==> src/core/ir_mode_pkg.sv <==
package ir_mode_pkg;
  // Reference clock rate in kHz
  localparam int unsigned clk_khz = 20000;
  // Setup and hold of transmit data around the shutdown falling edge, in ns
  localparam int unsigned setup_ns = 200;
  localparam int unsigned hold_ns = 200;
  // Least times round up to whole cycles
  localparam int unsigned setup_cycles = (setup_ns * clk_khz + 999999) / 1000000;
  localparam int unsigned hold_cycles = (hold_ns * clk_khz + 999999) / 1000000;
  localparam int unsigned cnt_w = 8;
  localparam logic [cnt_w-1:0] setup_cnt = cnt_w'(setup_cycles);
  localparam logic [cnt_w-1:0] hold_cnt = cnt_w'(hold_cycles);
  localparam logic [cnt_w-1:0] cnt_reset = 8'h00;
  // Bandwidth codes
  localparam logic mode_slow = 1'b0;
  localparam logic mode_fast = 1'b1;
endpackage

==> src/core/ir_seq_if.sv <==
`timescale 1ns/1ps
// Timer handshake between the sequencer and its delay counter
interface ir_seq_if;
  logic start;
  logic [ir_mode_pkg::cnt_w-1:0] load;
  logic done;
  modport seq (output start, output load, input done);
  modport tmr (input start, input load, output done);
endinterface

==> src/core/ir_delay_timer.sv <==
`timescale 1ns/1ps
module ir_delay_timer (
  input wire logic ref_clk,
  input wire logic rst_n,
  ir_seq_if.tmr tif
);
  typedef struct packed {
    logic [ir_mode_pkg::cnt_w-1:0] cnt;
    logic busy;
    logic done;
  } tmr_s;
  tmr_s r;
  tmr_s next_r;

  // Count down; done pulses one cycle when the count expires
  always_comb begin
    next_r = r;
    next_r.done = 1'b0;
    if (tif.start) begin
      next_r.cnt = tif.load;
      next_r.busy = 1'b1;
    end else if (r.busy) begin
      if (r.cnt <= 8'h01) begin
        next_r.busy = 1'b0;
        next_r.done = 1'b1;
      end else begin
        next_r.cnt = r.cnt - 8'h01;
      end
    end
  end

  always_ff @(posedge ref_clk or negedge rst_n) begin
    if (!rst_n) begin
      r <= '0;
    end else begin
      r <= next_r;
    end
  end

  assign tif.done = r.done;
endmodule

==> src/core/ir_rate_mode_latch.sv <==
`timescale 1ns/1ps
// How it works
// - Leave static mode pin undriven when unused or in standby.
// - Mode changes without the static pin happen only via our sequence.
// - Fast: raise shutdown, raise transmit data, wait 200 ns, drop shutdown.
// - Fast: hold transmit data high 200 ns after edge, then drop it.
// - Slow: shutdown high, data low, wait 200 ns, drop, hold low 200 ns.
module ir_rate_mode_latch (
  input wire logic ref_clk,
  input wire logic rst_n,
  input wire logic prog_req,
  input wire logic prog_fast,
  input wire logic static_en,
  input wire logic static_fast,
  input wire logic standby,
  input wire logic tx_data,
  output logic shutdown_mode_select,
  output logic transmit_drive_input,
  output logic mode_pin_out,
  output logic mode_pin_oe,
  output logic busy,
  output logic mode_valid,
  output logic mode_fast,
  output logic rx_active
);
  typedef enum logic [2:0] {
    st_unset,
    st_raise,
    st_setup,
    st_hold,
    st_ready,
    st_standby
  } seq_e;

  typedef struct packed {
    seq_e st;
    logic target;
    logic sd;
    logic txd;
    logic pin_out;
    logic pin_oe;
    logic busy;
    logic valid;
    logic fast;
    logic rx;
    logic start;
    logic [ir_mode_pkg::cnt_w-1:0] load;
  } ctl_s;

  ctl_s r;
  ctl_s next_r;
  ir_seq_if tif ();

  // Delay counter for setup and hold windows
  ir_delay_timer u_timer (
    .ref_clk(ref_clk),
    .rst_n(rst_n),
    .tif(tif)
  );

  assign tif.start = r.start;
  assign tif.load = r.load;

  // Sequencer; static pin drive runs beside it
  always_comb begin
    next_r = r;
    next_r.start = 1'b0;
    next_r.busy = 1'b0;
    // pin float: drive only when static mode wanted and not in standby
    next_r.pin_oe = static_en && !standby;
    next_r.pin_out = static_fast ? ir_mode_pkg::mode_fast : ir_mode_pkg::mode_slow;
    unique case (r.st)
      // no default mode: stay unset until programmed or static
      st_unset: begin
        next_r.sd = 1'b0;
        next_r.txd = 1'b0;
        next_r.valid = static_en;
        next_r.fast = static_fast;
        if (standby) begin
          next_r.st = st_standby;
        end else if (prog_req && !static_en) begin
          next_r.target = prog_fast;
          next_r.st = st_raise;
        end
      end
      // mode change without the static pin only through this sequence
      st_raise: begin
        next_r.busy = 1'b1;
        next_r.sd = 1'b1;
        next_r.valid = 1'b0;
        // data level set while shutdown high
        next_r.txd = r.target;
        next_r.start = 1'b1;
        next_r.load = ir_mode_pkg::setup_cnt;
        next_r.st = st_setup;
      end
      st_setup: begin
        next_r.busy = 1'b1;
        if (tif.done) begin
          // falling edge latches data level in the transceiver
          next_r.sd = 1'b0;
          next_r.start = 1'b1;
          next_r.load = ir_mode_pkg::hold_cnt;
          next_r.st = st_hold;
        end
      end
      st_hold: begin
        next_r.busy = 1'b1;
        if (tif.done) begin
          next_r.txd = 1'b0;
          next_r.valid = 1'b1;
          next_r.fast = r.target;
          next_r.st = st_ready;
        end
      end
      // data pin now carries ordinary transmit data
      st_ready: begin
        next_r.sd = 1'b0;
        next_r.txd = tx_data;
        if (static_en) begin
          next_r.fast = static_fast;
        end
        if (standby) begin
          next_r.txd = 1'b0;
          next_r.st = st_standby;
        end else if (prog_req && !static_en) begin
          next_r.txd = 1'b0;
          next_r.target = prog_fast;
          next_r.st = st_raise;
        end
      end
      // Shutdown loses the mode; a fresh sequence or the static pin is needed on wake
      st_standby: begin
        next_r.sd = 1'b1;
        next_r.txd = 1'b0;
        next_r.valid = 1'b0;
        if (!standby) begin
          next_r.sd = 1'b0;
          next_r.st = st_unset;
        end
      end
      default: next_r.st = st_unset;
    endcase
    next_r.rx = !next_r.sd && next_r.valid;
    // fast flag tells upper logic which rates apply
  end

  always_ff @(posedge ref_clk or negedge rst_n) begin
    if (!rst_n) begin
      r <= '0;
    end else begin
      r <= next_r;
    end
  end

  assign shutdown_mode_select = r.sd;
  assign transmit_drive_input = r.txd;
  assign mode_pin_out = r.pin_out;
  assign mode_pin_oe = r.pin_oe;
  assign busy = r.busy;
  assign mode_valid = r.valid;
  assign mode_fast = r.fast;
  assign rx_active = r.rx;
endmodule

==> config.mk <==
export PLATFORM = sky130hd
export DESIGN_NAME = ir_rate_mode_latch
export DESIGN_NICKNAME = d
export VERILOG_FILES = /design/src/core/ir_mode_pkg.sv /design/src/core/ir_seq_if.sv /design/src/core/ir_delay_timer.sv /design/src/core/ir_rate_mode_latch.sv
export SDC_FILE = /design/constraint.sdc
export NUM_CORES = 1
export LEC_CHECK = 0
export BUFFER_PORTS_ARGS = -buffer_cell sky130_fd_sc_hd__buf_2
export CAP_MARGIN = 25
export CORE_ASPECT_RATIO = 0.7
export CORE_MARGIN = 1.5
export CORE_UTILIZATION = 25
export CTS_BUF_LIST = sky130_fd_sc_hd__clkbuf_8
export CTS_CLUSTER_DIAMETER = 150
export CTS_CLUSTER_SIZE = 20
export DETAILED_ROUTE_END_ITERATION = 8
export MAX_ROUTING_LAYER = met4
export SYNTH_ARGS = -nofsm -noshare
export SYNTH_HDL_FRONTEND = slang
export SYNTH_SLANG_ARGS = --single-unit
==> constraint.sdc <==
create_clock -name ref_clk -period 4.16 [get_ports ref_clk]
set_input_delay 0.416 -clock ref_clk [delete_from_list [all_inputs] [get_ports ref_clk]]
set_output_delay 0.416 -clock ref_clk [all_outputs]
set_load 0.01 [all_outputs]
==> run_results.csv, run 1 <==
group,metric,value,unit
outcome,status,"completed",
clock_tree,clk_pin_slew,0.09,ns
synth,synth_top_cell_area_share,51.8,%
setup_path,path_common_cell,"or3_1",
synth,synthArstFlopShare,100,%
sta,fin_ws,2.19,ns
finish,n_fill_cell,447,
synth,yosysSeqAreaShare,51.8,%
power,peakVddDrop,230,µV
routing,avgViaCountPerCell,4.89,
clock_tree,htreeDepth,1,
clock_tree,cts_hold_buf,0,
synth,synth_common_cells,"24 x dfrtp_1, 11 x a21oi_1, 8 x nor2_1",
setup_path,max_stage_delay,0.52,ns
floorplanning,core,4400,µm²
routing,drt-total-wl,2270,µm
place,io_buffers,15,
synth,synth.distinct_cells,35,
setup_path,startpoint_type,"flop",
sta,fmax,509,MHz
synth,syn_inst,116,
synth,synth-main-ff-cell,"dfrtp_1",
synth,synth-edff-count,0,
routing,postRouteAntennaNets,0,
clock_tree,cts_resized,0,
synth,yosysMostFrequentCell,"dfrtp_1",
routing,drtIter0Drc,66,
clock_tree,root_buffer,"clkbuf_8",
place,placed_area,1280,µm²
global_routing,grt_pass1_wl,3970,µm
finish,stdcell_area,1350,µm²
sta,finalClockSkew,0.0109,ns
finish,drive_gt1_share,18.5,%
finish,n_antenna_cell,0,
sta,slew_violations,0,
sta,max_slew.worst_pin.slew,0.724,ns
synth,syn_area,1160,µm²
synth,syn-mean-instance-area,9.99,µm²
sta,finalCritPeriodShare,47.2,%
sta,fin_tns_setup,0,ns
synth,synth_top_area_cell,"dfrtp_1",
floorplanning,ios,16,
hold_path,hp-class,"primary input to async pin",
global_routing,grtUsageTotal,10.2,%
power,cellLeakagePower,0.000616,µW
floorplanning,start_util,26.3,%
synth,synth_seq_cells,24,
setup_path,cp.required,4.31,ns
clock_tree,cts_tree,"built",
sta,setup_viol,0,
synth,synth_nets,126,
floorplanning,dieWidth,84.4,µm
sta,period_minus_slack,1.97,ns
routing,drc,0,
routing,drt-pass1-iter-count,4,
global_routing,antenna_found_initial,0,
synth,yosysWarnings,0,
clock_tree,cts_buffers,3,
global_routing,grt_pass1_vias,868,
routing,wl_per_cell,12.3,µm
floorplanning,rows,20,
finish,largest_reg_flops,9,
finish,largest_registers,"u_timer.r (9), r (4)",
setup_path,endpoint_kind,"flop",
clock_tree,numClockSinks,24,
finish,final_net_count,141,
global_routing,grt_start_max_net_pins,25,
clock_tree,clock_path_buffers,2,
sta,hold_violations,0,
sta,rsz0062_at_grt,"no",
floorplanning,dieArea,5060,µm²
run,maxCapViolCount,0,
setup_path,cp_slowest_cell,"or4_4",
finish,area_growth,16.8,%
global_routing,grt-ovfl-total,0,
setup_path,crit_type,"flop to flop",
clock_tree,cts_setup_buffers,0,
place,post-place-ws,2.21,ns
sta,slew_headroom,51.1,%
setup_path,crit_arrival,2.11,ns
synth,yosys-top-cells-area,"dfrtp_1 52%, a21oi_1 4.8%, o21ai_0 3.0%, mux2_2 2.9%, or3_1 2.7%",
place,dp_hpwl,1630,µm
clock_tree,clkLatencyLatePin,0.27,ns
routing,num_vias,905,
setup_path,cp_max_fo,6,
power,power_density,774,nW/µm²
setup_path,cp_cell_sequence,"or3_1 -> or4_4 -> or3_1 -> mux2i_1",
finish,top_register,"u_timer.r",
place,routabilityCongestion,0.821,
setup_path,r2r_cells,4,
floorplanning,fp.dieH,60.0,µm
==> stage by stage <==
step | power, µW | hold slack [ns] | instances | util [%]
2_1_floorplan | 738 | 0.120 | 116 | -
3_3_place_gp | 829 | 0.421 | 181 | 29.1
3_5_place_dp | 845 | 0.430 | 181 | 29.1
4_1_cts | 1050 | 0.135 | 185 | 30.7
5_1_grt | 1140 | 0.153 | 185 | 30.7
6_report | 1050 | 0.110 | 185 | 30.7
==> report_power, final <==
part / leakage (µW) / internal, µW / switching, µW
combinational: 0.000283 / 184 / 202
clock: 0.0000357 / 129 / 74.5
sequential: 0.000297 / 329 / 130
total: 0.000616 / 641 / 406
==> critical path, delay by kind of cell, from the launching register on <==
| kind | cells | cell delay [ns] |
|---|---|---|
| and+or+nand+nor | 3 | 1.32 |
| DFF | 1 | 0.41 |
| muxes | 1 | 0.13 |
==> cells in the final DEF (no fill, tap or decap), types with 2 or more instances in the layout <==
cell type,instances
buf_2,15
ha_1,2
mux2_2,3
a21oi_1,11
nand2b_1,4
o31ai_1,2
inv_1,6
o21ai_0,7
nor2_1,8
nor4_1,3
a21boi_0,2
nor2b_1,4
clkbuf_8,3
nor3_1,3
or3_1,5
o41ai_1,2
nand2_1,7
dfrtp_1,24
and3_1,2
==> path summary, 6_finish.rpt <==
path	from	endpoint	slack (ns)
worst min-delay path	rst_n	r[17]	0.11
max in group asynchronous	rst_n	u_timer.r[9]	3.70
worst max-delay path	u_timer.r[5]	u_timer.r[9]	2.19
min in group ref_clk	static_fast	mode_pin_out	0.28
worst min register to register	tif.load[2]	tif.load[2]	0.49
worst max register to register	u_timer.r[5]	u_timer.r[9]	2.19
==> metal layers <==
metal	vias to the layer above	routed length [µm]	part of all wire (%)	GRT usage, %
li1	442	-	-	-
met1	442	1160	51	12.8
met2	17	1000	44	16.1
met3	4	66	2.9	2.62
met4	0	43	1.9	4.15
met5	-	0	0	-
==> cell families after synthesis <==
| family | after synthesis | share of synthesized area [%] |
|---|---|---|
| AO/OA/AOI/OAI | 33 | 18.1 |
| XOR/XNOR | 2 | 1.51 |
| adder cells (fa/ha/maj) | 2 | 2.16 |
| buffers and inverters | 11 | 3.67 |
| flip-flops | 24 | 51.8 |
| multiplexers | 4 | 3.78 |
| AND/OR/NAND/NOR | 40 | 18.9 |
==> cell type report <==
cell class                      instances  area (µm²)  area share [%]
Sequential cell                        24         601            44.4
Multi-Input combinational cell         81         515            38.1
Timing Repair Buffer                   15        75.1            5.55
Tap cell                               55        68.8            5.08
Clock buffer                            3        41.3            3.05
Clock inverter                          1        30.0            2.22
Inverter                                6        22.5            1.66
Note: power is estimated with default switching activity, not from simulation.
==> run 2, diff against run 1 <==
Clock period 4.16 ns to 1.8 ns, I/O delays scaled along.
==> run_results.csv, run 2 (synthesis results as in run 1) <==
group,metric,value,unit
routing,drc,0,
outcome,status,"completed",
setup_path,cp.required,2.00,ns
floorplanning,dieArea,5060,µm²
setup_path,path_common_cell,"or3_4",
floorplanning,core,4400,µm²
sta,setup_viol,0,
floorplanning,fp.dieH,60.0,µm
clock_tree,numClockSinks,24,
sta,max_slew.worst_pin.slew,0.530,ns
routing,highest_layer,"met4",
routing,drtIter0Drc,99,
finish,n_antenna_cell,0,
finish,area_growth,31.3,%
setup_path,crit_arrival,2.00,ns
sta,finalClockSkew,0.00599,ns
finish,n_fill_cell,460,
routing,drt-total-wl,2430,µm
global_routing,grtUsageTotal,11.2,%
finish,final_net_count,156,
clock_tree,root_buffer,"clkbuf_8",
global_routing,grt-ovfl-total,0,
setup_path,cp_max_fo,4,
sta,slew_violations,0,
global_routing,antenna_found_initial,0,
floorplanning,rows,20,
place,dp_hpwl,1690,µm
floorplanning,start_util,26.3,%
sta,fmax,557,MHz
floorplanning,dieWidth,84.4,µm
finish,fin_util,34.5,%
setup_path,cp_slowest_cell,"or4_4",
sta,finalCritPeriodShare,99.8,%
finish,top_register,"u_timer.r",
floorplanning,ios,16,
setup_path,crit_type,"flop to flop",
finish,final_cell_mix,"24 x dfrtp_1, 15 x buf_2, 14 x buf_4",
finish,largest_reg_flops,9,
place,routabilityCongestion,0.830,
finish,final_common_cell,"dfrtp_1",
setup_path,max_stage_delay,0.44,ns
sta,period_minus_slack,1.80,ns
setup_path,cpLargestDelayFamily,"simple AND/OR/NAND/NOR gates",
finish,largest_registers,"u_timer.r (9), r (4)",
power,peakVddDrop,425,µV
setup_path,cp_cell_sequence,"or3_4 -> or4_4 -> or3_4 -> a21oi_2",
setup_path,crit_buf_inv,0,
clock_tree,cts_tree,"built",
clock_tree,clkLatencyLatePin,0.27,ns
sta,whs,0.0210,ns
setup_path,endpoint_kind,"flop",
routing,met1_length,1230,µm
finish,drive_gt1_share,33.8,%
power,cellLeakagePower,0.000697,µW
power,power_density,1840,nW/µm²
run,maxCapViolCount,0,
routing,postRouteAntennaNets,0,
routing,num_vias,963,
routing,avgViaCountPerCell,4.82,
routing,met3_length,74,µm
global_routing,grt_pass1_vias,915,
place,io_buffers,15,
sta,rsz0062_at_grt,"yes",
routing,wl_per_cell,12.2,µm
setup_path,startpoint_type,"flop",
global_routing,grt_pass1_wl,4290,µm
global_routing,grt_start_max_net_pins,25,
clock_tree,htreeDepth,1,
routing,drt-pass1-iter-count,4,
routing,wl_met2,1080,µm
sta,slew_headroom,64.7,%
hold_path,hp-class,"primary input to flop",
sta,hold_violations,0,
clock_tree,cts_buffers,3,
clock_tree,clock_path_buffers,2,
clock_tree,clk_pin_slew,0.09,ns
## run 2: changes by cell type in the layout (fill, tap and decap cells not counted), sizes merged
| cell | delta |
|---|---|
| dlygate4sd3 | +1 |
| buf | +14 |
## run 2: layout make-up
cell class	instances	area, µm²	area share (%)
well taps	55	68.8	4.52
inverters	6	22.5	1.48
flip-flops and latches	24	601	39.5
clock inverters	1	30.0	1.97
multi-input cells	81	568	37.3
repair buffers	30	190	12.5
clock buffers	3	41.3	2.71
## run 2: through the flow
stage	cell area (µm²)	power [µW]	TNS, ns	worst slack (ns)	cells
finish	1520	2800	0	0.00401	200
global route	1520	3050	-0.0769	-0.0378	200
detailed placement	1370	2160	-0.0966	-0.0811	193
CTS	1460	2660	0	0.00614	198
floorplan	1160	1730	-0.135	-0.104	116
global placement	1370	2130	-0.0575	-0.0575	193
## run 2: worst paths after layout
path / depth (start not counted) / start / end / slack (ns)
min reg2reg: 2 / tif.load[2] / tif.load[2] / 0.48
max reg2reg: 4 / u_timer.r[4] / u_timer.r[7] / 0.004
min in group asynchronous: 2 / rst_n / u_timer.r[6] / 0.42
max: 4 / u_timer.r[4] / u_timer.r[7] / 0.004
max in group asynchronous: 2 / rst_n / u_timer.r[7] / 1.03
min: 1 / static_fast / mode_pin_out / 0.02
## run 2: where the power goes
group | switching (µW) | total (µW) | internal, µW
Sequential | 220 | 980 | 760
Clock | 179 | 476 | 297
Combinational | 644 | 1350 | 702
## run 2: per-layer routing
metal	track usage [%]	vias to the layer above
li1	-	477
met1	15.8	464
met2	15.9	18
met3	1.80	4
met4	4.84	0
met5	-	-
## run 2: worst register-to-register path, stage by stage, from the launching register on
cell	delay [ns]
dfrtp_1	0.38
or3_4	0.40
or4_4	0.44
or3_4	0.40
a21oi_2	0.11
## run 2: repair_timing
action | 4_1_cts | 5_1_grt
pin swaps | 2 | 1
gates resized for setup | 1 | 11
hold buffers | 1 | 0
setup buffers | 0 | 2
endpoints found under the setup margin | 3 | 8
endpoints found under the hold margin | 24 | 0
